## config.mk

```make
export PLATFORM = sky130hd
export DESIGN_NAME = dif_decoder
export DESIGN_NICKNAME = d
export VERILOG_FILES = /design/src/hdl/dif_decoder.v
export VERILOG_INCLUDE_DIRS = /design/src /design/src/hdl
export SDC_FILE = /design/constraint.sdc
export NUM_CORES = 1
export LEC_CHECK = 0
export ABC_AREA = 1
export BUFFER_PORTS_ARGS = -buffer_cell sky130_fd_sc_hd__buf_2
export CORE_MARGIN = 1
export CORE_UTILIZATION = 47
export DETAILED_ROUTE_END_ITERATION = 6
export MAX_ROUTING_LAYER = met4
export PLACE_DENSITY = 0.68
export SETUP_SLACK_MARGIN = 0.02
export SLEW_MARGIN = 10
export SYNTH_ARGS = -nofsm -noshare
export SYNTH_HDL_FRONTEND = slang
export SYNTH_SLANG_ARGS = --single-unit
```

## constraint.sdc

```tcl
create_clock -name core_clk_i -period 2.4 [get_ports core_clk_i]
set_input_delay 0.36 -clock core_clk_i [delete_from_list [all_inputs] [get_ports core_clk_i]]
set_output_delay 0.36 -clock core_clk_i [all_outputs]
set_load 0.01 [all_outputs]
```

## src/hdl/dif_consts.vh

```
// Purpose: constants for the digital input function decoder
// Assumes: function codes 5 bits wide, clock 40 MHz
// Notes: second code column is folded onto the first in the decoder
`ifndef DIF_CONSTS_VH
`define DIF_CONSTS_VH

`define DIF_FN_W 5
`define DIF_FN_NONE 5'h00
`define DIF_FN_RESET 5'h01
`define DIF_FN_COAST_N 5'h02
`define DIF_FN_RST_COAST_N 5'h03
`define DIF_FN_DCBRAKE_N 5'h04
`define DIF_FN_INTERLOCK 5'h05
`define DIF_FN_START 5'h06
`define DIF_FN_REVERSE 5'h07
`define DIF_FN_REV_START 5'h08
`define DIF_FN_FRZ_REF 5'h09
`define DIF_FN_FRZ_OUT 5'h0A
`define DIF_FN_MANUAL 5'h0B
`define DIF_FN_AUTO 5'h0C
`define DIF_FN_FIRE 5'h0D
`define DIF_FN_FIRE_N 5'h0E
`define DIF_FN_SETUP_LSB 5'h0F
`define DIF_FN_SETUP_MSB 5'h10
`define DIF_FN_PRESET_ON 5'h11
`define DIF_FN_PRESET_LSB 5'h12
`define DIF_FN_PRESET_MSB 5'h13
`define DIF_FN_SPEED_UP 5'h14
`define DIF_FN_SPEED_DN 5'h15
`define DIF_FN_RUN_PERMIT 5'h16
`define DIF_FN_JOG 5'h17
`define DIF_FN_DATA_LOCK 5'h18
`define DIF_FN_CLK_EN 5'h19
`define DIF_FN_PULSE_REF 5'h1A

// second column: codes from here up sit one higher, clock enable excepted
`define DIF_COLB_SHIFT_LO 5'h0C
`define DIF_COLB_SHIFT_HI 5'h1B

`define DIF_MULTI_SETUP 3'h5
`define DIF_REF_REMOTE_PRESET 2'h2

`define DIF_CLK_KHZ 40000
`define DIF_MIN_PULSE_MS 3

`endif

```

## src/hdl/dif_decoder.v

```verilog
// Purpose: decode programmable digital inputs into drive commands
// Assumes: inputs are asynchronous pins; config ports are on core_clk_i
// Notes: every output is registered; pin to output is three edges
//
// Functional notes
// - inputs set to no function are ignored entirely
// - reset input clears a non-locking alarm on rising edge only
// - coast input low turns output stage off at once
// - reset-and-coast coasts while low, resets alarm on falling edge
// - dc brake input low brakes only if current and time nonzero
// - interlock low coasts and raises external fault until reset or off
// - start input high requests run, low requests stop
// - stop from start input is ignored while in current limit
// - reversing high reverses, never starts, disabled in closed loop
// - reverse-and-start runs and reverses; far side never drives start too
// - freeze reference holds reference, changed only by speed up/down
// - freeze output holds frequency; only dc brake or a coast input stops the motor
// - setup select bits pick set one to four in multi-setup mode
// - preset-on picks preset reference high, remote low, if remote/preset
// - preset select bits pick preset one to four
// - speed up/down ignored unless a freeze function is active
// - held speed up/down ramps at configured up or down rate
// - each pulse steps 0.1 percent or 0.1 Hz; pulses 3 ms high and low
// - run needs start AND run permissive; any permissive input suffices
// - jog forces jog frequency and start, ignored while coasting
// - data lock blocks panel writes, bus writes still pass
// - code 25 is clock enable in both columns, fire inverse 14/15
// - manual start runs high, stops low; off/stop without automatic mode
// - automatic mode wins when manual and automatic are both high
// - fire mode runs with auto reset until fire input or coast drops
`timescale 1ns/10ps
`include "dif_consts.vh"

module dif_decoder #(
  parameter NUM_IN = 8,
  parameter [NUM_IN-1:0] COLB_MASK = 8'hF0,
  parameter MIN_PULSE_CYC = `DIF_MIN_PULSE_MS * `DIF_CLK_KHZ
) (
  input wire core_clk_i,
  input wire rst_i,
  input wire [NUM_IN-1:0] din_i,
  input wire [NUM_IN*`DIF_FN_W-1:0] func_sel_i,
  input wire closed_loop_i,
  input wire current_limit_i,
  input wire [7:0] dc_brake_current_i,
  input wire [7:0] dc_brake_time_i,
  input wire [2:0] active_setup_i,
  input wire [1:0] ref_type_i,
  input wire fire_enable_i,
  input wire alarm_pending_i,
  input wire alarm_locked_i,
  input wire off_key_i,
  input wire panel_write_req_i,
  input wire bus_write_req_i,
  output reg coast_o,
  output reg dc_brake_o,
  output reg run_o,
  output reg reverse_o,
  output reg jog_o,
  output reg alarm_reset_o,
  output reg ext_fault_o,
  output reg freeze_ref_o,
  output reg freeze_out_o,
  output reg ramp_up_o,
  output reg ramp_down_o,
  output reg step_up_o,
  output reg step_down_o,
  output reg multi_setup_o,
  output reg [1:0] setup_sel_o,
  output reg preset_active_o,
  output reg [1:0] preset_sel_o,
  output reg manual_mode_o,
  output reg automatic_run_select_o,
  output reg off_stop_o,
  output reg fire_mode_o,
  output reg clk_enable_o,
  output reg pulse_ref_o,
  output reg panel_write_ok_o,
  output reg bus_write_ok_o
);

  // 17 bits hold the full 3 ms count at 40 MHz
  localparam CW = 17;
  localparam [31:0] PULSE_FULL = MIN_PULSE_CYC;
  localparam [CW-1:0] PULSE_CNT = PULSE_FULL[CW-1:0];

  // fold a second-column code onto the first column
  function [`DIF_FN_W-1:0] norm_code;
    input [`DIF_FN_W-1:0] code;
    input colb;
    begin
      norm_code = code;
      if (colb && code != `DIF_FN_CLK_EN &&
          code >= `DIF_COLB_SHIFT_LO + 5'h01 &&
          code <= `DIF_COLB_SHIFT_HI)
        norm_code = code - 5'h01;
    end
  endfunction

  reg [NUM_IN-1:0] s1_ff;
  reg [NUM_IN-1:0] s2_ff;
  reg [NUM_IN-1:0] prev_ff;
  reg [CW-1:0] up_cnt_ff;
  reg [CW-1:0] dn_cnt_ff;

  // per-function summaries indexed by function code
  reg [31:0] asg;
  reg [31:0] hi;
  reg [31:0] lo;
  reg [31:0] rise;
  reg [31:0] fall;
  reg [`DIF_FN_W-1:0] code;
  integer i;

  always @* begin
    asg = 32'h0000_0000;
    hi = 32'h0000_0000;
    lo = 32'h0000_0000;
    rise = 32'h0000_0000;
    fall = 32'h0000_0000;
    code = `DIF_FN_NONE;
    for (i = 0; i < NUM_IN; i = i + 1) begin
      code = norm_code(func_sel_i[i*`DIF_FN_W +: `DIF_FN_W], COLB_MASK[i]);
      if (code != `DIF_FN_NONE) begin
        asg[code] = 1'b1;
        if (s2_ff[i])
          hi[code] = 1'b1;
        else
          lo[code] = 1'b1;
        if (s2_ff[i] && !prev_ff[i])
          rise[code] = 1'b1;
        if (!s2_ff[i] && prev_ff[i])
          fall[code] = 1'b1;
      end
    end
  end

  wire coast_now = lo[`DIF_FN_COAST_N] | lo[`DIF_FN_RST_COAST_N] |
                   lo[`DIF_FN_INTERLOCK];
  wire brake_cfg_ok = (dc_brake_current_i != 8'h00) &&
                      (dc_brake_time_i != 8'h00);
  wire brake_now = lo[`DIF_FN_DCBRAKE_N] & brake_cfg_ok;

  // reversing functions drop out entirely in closed loop
  wire rev_start = hi[`DIF_FN_REV_START] & ~closed_loop_i;
  wire rev_now = (hi[`DIF_FN_REVERSE] & ~closed_loop_i) |
                 rev_start;
  wire start_now = hi[`DIF_FN_START] | rev_start;
  wire permit_ok = asg[`DIF_FN_RUN_PERMIT] ?
                   hi[`DIF_FN_RUN_PERMIT] : 1'b1;
  wire auto_now = hi[`DIF_FN_AUTO];
  wire manual_now = hi[`DIF_FN_MANUAL] & ~auto_now;
  wire off_now = (asg[`DIF_FN_MANUAL] | asg[`DIF_FN_AUTO]) &
                 ~hi[`DIF_FN_MANUAL] & ~auto_now;

  wire fire_now = fire_enable_i & ~coast_now &
                  (hi[`DIF_FN_FIRE] | lo[`DIF_FN_FIRE_N]);
  wire jog_now = hi[`DIF_FN_JOG] & ~coast_now;

  wire frz_ref = hi[`DIF_FN_FRZ_REF];
  wire frz_out = hi[`DIF_FN_FRZ_OUT];
  wire frz_any = frz_ref | frz_out;
  // both inputs high counts as speed down
  wire up_hold = frz_any & hi[`DIF_FN_SPEED_UP] & ~hi[`DIF_FN_SPEED_DN];
  wire dn_hold = frz_any & hi[`DIF_FN_SPEED_DN];

  wire run_req = (start_now & permit_ok) | manual_now |
                 jog_now | fire_now;
  // a dropped start is not honoured in current limit or frozen output;
  // with frozen output only the brake or a coast input can stop the motor
  wire hold_run = run_o & ~brake_now &
                  (current_limit_i | frz_out);
  wire nxt_run = ~coast_now & (run_req | hold_run);

  wire reset_evt = rise[`DIF_FN_RESET] |
                   fall[`DIF_FN_RST_COAST_N];
  wire nxt_alarm_reset = alarm_pending_i & ~alarm_locked_i &
                         (reset_evt | fire_now);
  // a new interlock low wins over a clear in the same cycle
  wire nxt_ext_fault = lo[`DIF_FN_INTERLOCK] |
                       (ext_fault_o & ~reset_evt & ~off_key_i);

  wire [1:0] setup_bits = {hi[`DIF_FN_SETUP_MSB], hi[`DIF_FN_SETUP_LSB]};
  wire [1:0] preset_bits = {hi[`DIF_FN_PRESET_MSB],
                            hi[`DIF_FN_PRESET_LSB]};
  wire multi_now = (active_setup_i == `DIF_MULTI_SETUP);

  // two stages before any decode; prev_ff only feeds edge detection
  always @(posedge core_clk_i) begin
    if (rst_i) begin
      s1_ff <= {NUM_IN{1'b0}};
      s2_ff <= {NUM_IN{1'b0}};
      prev_ff <= {NUM_IN{1'b0}};
    end else begin
      s1_ff <= din_i;
      s2_ff <= s1_ff;
      prev_ff <= s2_ff;
    end
  end

  // ramping starts only after a hold longer than a legal step pulse,
  // so a short pulse gives one step and never a ramp
  always @(posedge core_clk_i) begin
    if (rst_i) begin
      up_cnt_ff <= {CW{1'b0}};
      dn_cnt_ff <= {CW{1'b0}};
    end else begin
      if (!up_hold)
        up_cnt_ff <= {CW{1'b0}};
      else if (up_cnt_ff != PULSE_CNT)
        up_cnt_ff <= up_cnt_ff + {{(CW-1){1'b0}}, 1'b1};
      if (!dn_hold)
        dn_cnt_ff <= {CW{1'b0}};
      else if (dn_cnt_ff != PULSE_CNT)
        dn_cnt_ff <= dn_cnt_ff + {{(CW-1){1'b0}}, 1'b1};
    end
  end

  // stop commands: coast has priority over the brake
  always @(posedge core_clk_i) begin
    if (rst_i) begin
      coast_o <= 1'b0;
      dc_brake_o <= 1'b0;
    end else begin
      coast_o <= coast_now;
      dc_brake_o <= brake_now & ~coast_now;
    end
  end

  // motion commands
  always @(posedge core_clk_i) begin
    if (rst_i) begin
      run_o <= 1'b0;
      reverse_o <= 1'b0;
      jog_o <= 1'b0;
    end else begin
      run_o <= nxt_run;
      reverse_o <= rev_now;
      jog_o <= jog_now;
    end
  end

  // alarm handling: reset pulses on a reset edge and is held in fire mode, external fault is sticky
  always @(posedge core_clk_i) begin
    if (rst_i) begin
      alarm_reset_o <= 1'b0;
      ext_fault_o <= 1'b0;
    end else begin
      alarm_reset_o <= nxt_alarm_reset;
      ext_fault_o <= nxt_ext_fault;
    end
  end

  // the core keeps the held value itself, across stop and power loss
  always @(posedge core_clk_i) begin
    if (rst_i) begin
      freeze_ref_o <= 1'b0;
      freeze_out_o <= 1'b0;
    end else begin
      freeze_ref_o <= frz_ref;
      freeze_out_o <= frz_out;
    end
  end

  // speed up/down: one step per rising edge, ramp after a long hold
  always @(posedge core_clk_i) begin
    if (rst_i) begin
      ramp_up_o <= 1'b0;
      ramp_down_o <= 1'b0;
      step_up_o <= 1'b0;
      step_down_o <= 1'b0;
    end else begin
      ramp_up_o <= up_hold && (up_cnt_ff == PULSE_CNT);
      ramp_down_o <= dn_hold && (dn_cnt_ff == PULSE_CNT);
      step_up_o <= frz_any & rise[`DIF_FN_SPEED_UP] &
                   ~hi[`DIF_FN_SPEED_DN];
      step_down_o <= frz_any & rise[`DIF_FN_SPEED_DN];
    end
  end

  // setup and preset selection
  always @(posedge core_clk_i) begin
    if (rst_i) begin
      multi_setup_o <= 1'b0;
      setup_sel_o <= 2'h0;
      preset_active_o <= 1'b0;
      preset_sel_o <= 2'h0;
    end else begin
      multi_setup_o <= multi_now;
      setup_sel_o <= multi_now ? setup_bits : 2'h0;
      preset_active_o <= (ref_type_i == `DIF_REF_REMOTE_PRESET) &
                         hi[`DIF_FN_PRESET_ON];
      preset_sel_o <= preset_bits;
    end
  end

  // hand/auto/off switch modes
  always @(posedge core_clk_i) begin
    if (rst_i) begin
      manual_mode_o <= 1'b0;
      automatic_run_select_o <= 1'b0;
      off_stop_o <= 1'b0;
    end else begin
      manual_mode_o <= manual_now;
      automatic_run_select_o <= auto_now;
      off_stop_o <= off_now;
    end
  end

  // fire mode drops with the fire input or an open coast input
  always @(posedge core_clk_i) begin
    if (rst_i)
      fire_mode_o <= 1'b0;
    else
      fire_mode_o <= fire_now;
  end

  // plain level functions passed to the core
  always @(posedge core_clk_i) begin
    if (rst_i) begin
      clk_enable_o <= 1'b0;
      pulse_ref_o <= 1'b0;
    end else begin
      clk_enable_o <= hi[`DIF_FN_CLK_EN];
      pulse_ref_o <= hi[`DIF_FN_PULSE_REF];
    end
  end

  // data lock only gates the local panel; the bus always passes
  always @(posedge core_clk_i) begin
    if (rst_i) begin
      panel_write_ok_o <= 1'b0;
      bus_write_ok_o <= 1'b0;
    end else begin
      panel_write_ok_o <= panel_write_req_i &
                          ~hi[`DIF_FN_DATA_LOCK];
      bus_write_ok_o <= bus_write_req_i;
    end
  end

endmodule

```

# Yosys cells after proc, flatten, opt, wreduce, memory -nomap -nowiden
# Cells that the tools add are included.
# word_totals
register_bits	85
in_bits	79
elab_cells	316
# op_classes
addsub	6
magnitude_cmp	24
n_eq_ne	10
muxes	93
n_bitwise	89
reduce_logical	64
# ops
cell	n
$mux 27	16
$mux 22	16
$mux 15	16
$or 27x27->27	7
$mux 23	8
$or 23x23->23	7
$or 22x22->22	7
$or 15x15->15	7
$mux 4	16
$lt 5x6->1 const B	8
$demux 1 s5	8
$ge 5x1->1 const B	8
$reduce_bool 5->1	8
$logic_and 1x1->1	35
$add 17x1->17 const B	2
$eq 17x17->1 const B	2
$ne 17x17->1 const B	2
$or 4x4->4	7
$and 1x1->1	26
$ge 5x4->1 const B	4
$le 5x5->1 const B	4
$mux 5	4
$ne 5x5->1 const B	4
$sub 5x1->5 const B	4
other kinds (8)	60

# Longest topological paths before layout
# logic_depth
depth_word	35
ltp_mapped	21
depth_no_buf	21

# Least setup slack after synthesis
# No wires, ideal clock.
# synth_timing
path_type	input-to-reg
from	in func_sel_i[31]
to	reg ramp_up_o
setup_ns	0.121
arrival_ns	2.072
path_slack_ns	0.207
cell_stages	19
path_cell_list	inv_1 > ha_1 > nor2_1 > nand2_1 > nand2_1 > nand2_2 > nand2_2 > nand2_1 > nand2_2 > inv_2 > nand3_1 > nor2_1 > nor2_1 > nand2_1 > nand2_1 > o21ai_4 > nand2_4 > buf_6 > nor2_4
# synth_between
elab_chain_len	18
word_cells_on_any_way	24
classes_between	add/sub: 1; order compare: 4; eq/ne: 1; mux: 7; bitwise: 6; reduce/logical: 5
# synth_rtl
item	line_no	text
start: declaration	dif_decoder.v:42	input wire [NUM_IN*`DIF_FN_W-1:0] func_sel_i,
$ge 5x4->1 / $ne 5x5->1 (equally long branches)	n/a	
$logic_and 1x1->1	dif_decoder.v:93	if (colb && code != `DIF_FN_CLK_EN &&
$logic_and 1x1->1 (no source line)	n/a	
$mux 5 (*)	dif_decoder.v:93	
$lt 5x6->1 (implied by the code) / $ge 5x1->1 (equally long branches)	dif_decoder.v:127	hi[code] = 1'b1;
$logic_and 1x1->1 (implied by the code)	dif_decoder.v:127	
$mux 1 (implied by the code)	dif_decoder.v:127	
$demux 1 s5	dif_decoder.v:127	
[... 2 more ...]	n/a	
$mux 27 (*)	dif_decoder.v:124	if (code != `DIF_FN_NONE) begin
$or 27x27->27 (no source line)	n/a	
$mux 27	dif_decoder.v:126	if (s2_ff[i])
$mux 27 (*)	dif_decoder.v:124	
$or 1x1->1	dif_decoder.v:162	wire frz_any = frz_ref | frz_out;
$and 1x1->1	dif_decoder.v:164	wire up_hold = frz_any & hi[`DIF_FN_SPEED_UP] & ~hi[`DIF_FN_SPEED_DN];
$and 1x1->1 (*)	dif_decoder.v:164	
$logic_and 1x1->1 (*)	dif_decoder.v:273	ramp_up_o <= up_hold && (up_cnt_ff == PULSE_CNT);
end signal: assignment	dif_decoder.v:273	
end: declaration	dif_decoder.v:64	output reg ramp_up_o,
# Every way passes the cells marked *; elsewhere a longest branch is shown, timed or not.
# A chain may end at the register's enable or synchronous reset.

# Worst setup path in the final report
# layout_timing
from	reg s2_ff[1]
to	reg jog_o
# layout_between
elab_chain_len	24
word_cells_on_any_way	44
classes_between	mux: 28; bitwise: 16
# layout_rtl
item	line_no	text
start: declaration	dif_decoder.v:101	reg [NUM_IN-1:0] s2_ff;
start signal: assignment	dif_decoder.v:192	s2_ff <= {NUM_IN{1'b0}};
$mux 15	dif_decoder.v:126	
$mux 15	dif_decoder.v:124	
$or 15x15->15 (no source line)	n/a	
$mux 15	dif_decoder.v:126	
$mux 15	dif_decoder.v:124	
$or 15x15->15 (no source line)	n/a	
$mux 15	dif_decoder.v:126	
$mux 15	dif_decoder.v:124	
[... 7 more ...]	n/a	
$mux 15	dif_decoder.v:126	
$mux 15	dif_decoder.v:124	
$or 15x15->15 (no source line)	n/a	
$mux 15	dif_decoder.v:126	
$mux 15	dif_decoder.v:124	
$or 1x1->1 (2 in series)	dif_decoder.v:138	wire coast_now = lo[`DIF_FN_COAST_N] | lo[`DIF_FN_RST_COAST_N] |
$not 1->1	dif_decoder.v:158	wire jog_now = hi[`DIF_FN_JOG] & ~coast_now;
$and 1x1->1 (*)	dif_decoder.v:158	
end signal: assignment	dif_decoder.v:239	jog_o <= jog_now;
end: declaration	dif_decoder.v:59	output reg jog_o,
# Marks and branches as above.

==> flow_summary_export.csv <==
group,metric,value,unit
power,p_int,2.54,mW
setup_path,r2r-end,"jog_o",
layout,layout-drive-gt1-share,29.9,%
power,seqPwrFrac,38.6,%
drt,dr.pass1.iters,6,
layout,n_antenna_cell,0,
global_routing,grt-ovfl-total,0,
power,p_leak,4.28,nW
timing,fin_tns_setup,0,ps
cts,clk_pin_slew,70,ps
min_path,holdPathEnd,"s1_ff[7]",
timing,fin_crit,2210,ps
global_routing,grt_pass1_wl,37200,um
placed_design,globalplace.congestion,1.04,
setup_path,r2r_start,"s2_ff[1]",
logic_synthesis,yosysWarningCount,0,
logic_synthesis,syn_avg_cell_area,6.43,sq um
logic_synthesis,syn_nets,1137,
power,clkPwrFrac,35.8,%
drt,ant_nets,0,
drt,wl,23900,um
setup_path,critPathMaxFanout,7,
timing,rsz0062_at_grt,"true",
timing,hold_violations,0,
global_routing,grt_max_degree,25,
die,fp.dieH,121,um
placed_design,place_area,0.00861,sq mm
logic_synthesis,synth_adder_area_share,2.99,%
min_path,hold_start,"din_i[7]",
min_path,min_path_cells,3,
timing,drv_slew,0,
timing,max_freq,452,MHz
logic_synthesis,synth_cell_types,59,
cts,clock_sinks,85,
die,io_pins,106,
setup_path,end_kind,"flip-flop",
logic_synthesis,synthFlopType,"dfxtp_1",
cts,numCtsBuffers,9,
run_status,status,"completed",
min_path,hp-class,"input pin to flip-flop",
logic_synthesis,netlist_area,0.00671,sq mm
drt,avgViaCountPerCell,5.27,
layout,syn2layout_area_growth,34.2,%
die,fp.dieArea,0.0147,sq mm
layout,post-route-util,64.8,%
cts,cts-hold-fix-buffers,0,
logic_synthesis,synth_top_family_by_area,"simple AND/OR/NAND/NOR gates",
die,die_w,121,um
power,p_sw_share,32.7,%
layout,final_cell_area,0.00900,sq mm
global_routing,antenna_found_initial,0,
cts,cts_max_level,3,
cts,cts-root-buf,"clkbuf_16",
setup_path,start_kind,"flip-flop",
placed_design,dp_hpwl,19800,um
die,row_count,43,
drt,drcViolationCount,0,
die,start_util,48.3,%
layout,nets,1406,
power,power.switching,1.24,mW
drt,drt-wirelength-per-cell,16.0,um
timing,final.setup_skew,13.6,ps
logic_synthesis,synth_compound_gate_area_share,11.9,%
logic_synthesis,synth-seq-cells,85,
timing,setup_viol,0,
setup_path,r2r_cells,9,
setup_path,crit_type,"flip-flop to flip-flop",
global_routing,grt_pass1_vias,7378,
placed_design,portBuffers,105,
logic_synthesis,synth_xor_area_share,3.53,%
cts,clkLatencyLatePin,360,ps
run,drv_cap,0,
cts,cts_buffer_depth,2,
timing,tightest_slew,579,ps
global_routing,grt.total_usage,34.1,%
setup_path,r2r_slack,190,ps
logic_synthesis,async_flop_share,0,%
setup_path,cp_data_required_time,2690,ps
logic_synthesis,yosysSeqAreaShare,25.4,%
power,combinationalPowerShare,25.5,%
logic_synthesis,yosys.area_share.simple,46.3,%
cts,cts_tree,"built",
power,total_power,3.78,mW
power,vdd_drop_max,0.000531,V
timing,period_share,92.3,%
logic_synthesis,synth-edff-count,0,
power,power_density,420,mW/mm^2
logic_synthesis,muxShareOfSynthArea,0.299,%
setup_path,worstPathArrival,2500,ps
logic_synthesis,syn_inst,1042,
timing,relSlewSlack,61.1,%
drt,drtIter0Drc,531,
die,fp.coreArea,0.0139,sq mm
drt,num_vias,7881,
## routing by layer
| layer | vias to the layer above | global-route usage (%) | part of all wire [%] |
|---|---|---|---|
| met5 | - | - | 0 |
| met4 | 0 | 16.1 | 4.2 |
| met3 | 64 | 4.75 | 5.7 |
| met2 | 300 | 55.9 | 47 |
| met1 | 3550 | 41.1 | 43 |
| li1 | 3967 | - | - |
## state kept, by name (all words and copies together), names as in the netlist, 2 cells and up
register / flops
dn_cnt_ff: 17
up_cnt_ff: 17
prev_ff: 8
s1_ff: 8
s2_ff: 8
preset_sel_o: 2
setup_sel_o: 2
## synthesized netlist by cell type, types with 8 or more instances
cell type,number,area (sq um)
a21oi_1,24,120
a31oi_1,8,50.1
nand2_2,21,131
nor3_1,44,220
xor2_1,21,184
nand4_1,17,106
nand2_4,8,90.1
nand2_1,224,841
inv_1,144,541
inv_2,11,41.3
ha_1,16,200
nor2_4,24,270
a221oi_1,13,114
a22oi_1,12,90.1
o21ai_0,14,70.1
nand3_1,91,455
nor2_1,157,589
nor4_1,11,68.8
dfxtp_1,85,1700
## metrics by stage
step | worst slack, ps | cells | hold WS (ps)
4_1_cts | 205 | 1492 | 196
2_1_floorplan | 207 | 1042 | 388
3_5_place_dp | -158 | 1476 | 396
3_3_place_gp | -158 | 1476 | 390
6_report | 185 | 1496 | 207
5_1_grt | 2.73 | 1496 | 220
## layout make-up
cell class	count	area, sq um
Tap cell	180	225
Fill cell	1337	4880
Multi-Input combinational cell	793	4440
Clock buffer	10	229
Clock inverter	6	46.3
Inverter	158	598
Timing Repair Buffer	264	1760
Sequential cell	85	1700
## worst max path at each step
stage                               from      endpoint  slack (ps)
after floorplan           func_sel_i[31]     ramp_up_o         210
after global routing      func_sel_i[31]         run_o           3
final                           s2_ff[1]         jog_o         190
after detailed placement  func_sel_i[26]         run_o        -160
after global placement    func_sel_i[36]         run_o        -160
after CTS                 func_sel_i[26]  dn_cnt_ff[5]         210
## power groups by stage
stage / combinational (mW) / sequential [mW] / clock [mW]
2_1_floorplan: 0.458 / 1.50 / 0
3_5_place_dp: 0.919 / 1.49 / 0
3_3_place_gp: 0.915 / 1.49 / 0
4_1_cts: 0.923 / 1.46 / 1.38
5_1_grt: 1.06 / 1.46 / 1.41
6_report: 0.966 / 1.46 / 1.35
## critical path, cell delays in order, from the launching register on
cell,delay (ps)
dfxtp_1,410
clkinv_1,260
nand2_1,130
o21ai_0,100
a311oi_1,500
nand3_1,140
nor2_1,250
nand3_2,150
buf_4,160
nor2_1,60
## cell families (layout without fill, tap and decap cells)
kind of cell,Yosys count,in the layout
fa+ha+maj,16,16
simple gates,633,633
mux,2,2
flops,85,85
compound gates,115,115
xor+xnor,27,27
buf+inv,164,438
## layout by cell type, fill, tap and decap left out, types with 3 or more instances in the layout
cell,Yosys,final
o21ai_2,2,3
a41oi_1,4,4
and3_1,3,3
nor3_1,44,44
nand2_4,8,9
o22ai_1,7,7
o2111ai_1,6,6
nand2_1,224,220
o211ai_1,3,3
nand3_1,91,89
o21ai_0,14,14
nor2_4,24,28
buf_4,0,155
buf_12,1,3
a31oi_1,8,7
o21a_1,3,3
clkbuf_16,0,9
xnor2_1,6,6
a221oi_1,13,13
buf_2,0,105
a21oi_1,24,24
a22oi_1,12,12
nor2_1,157,148
dfxtp_1,85,85
nand3b_1,4,4
nand2_2,21,24
nand4_1,17,17
ha_1,16,15
nor2_2,7,12
nor3_2,3,3
inv_1,144,143
nand3_2,3,5
nor3b_1,4,4
nor4_1,11,11
nor3b_2,4,4
xor2_1,21,21
inv_2,11,12
## repair_timing
| action | 4_1_cts | 5_1_grt |
|---|---|---|
| resized for setup | 0 | 25 |
| setup endpoints to repair | 0 | 11 |
| setup buffers | 0 | 4 |
| hold endpoints to repair | 0 | 0 |
(Power assumes the default switching activity.)
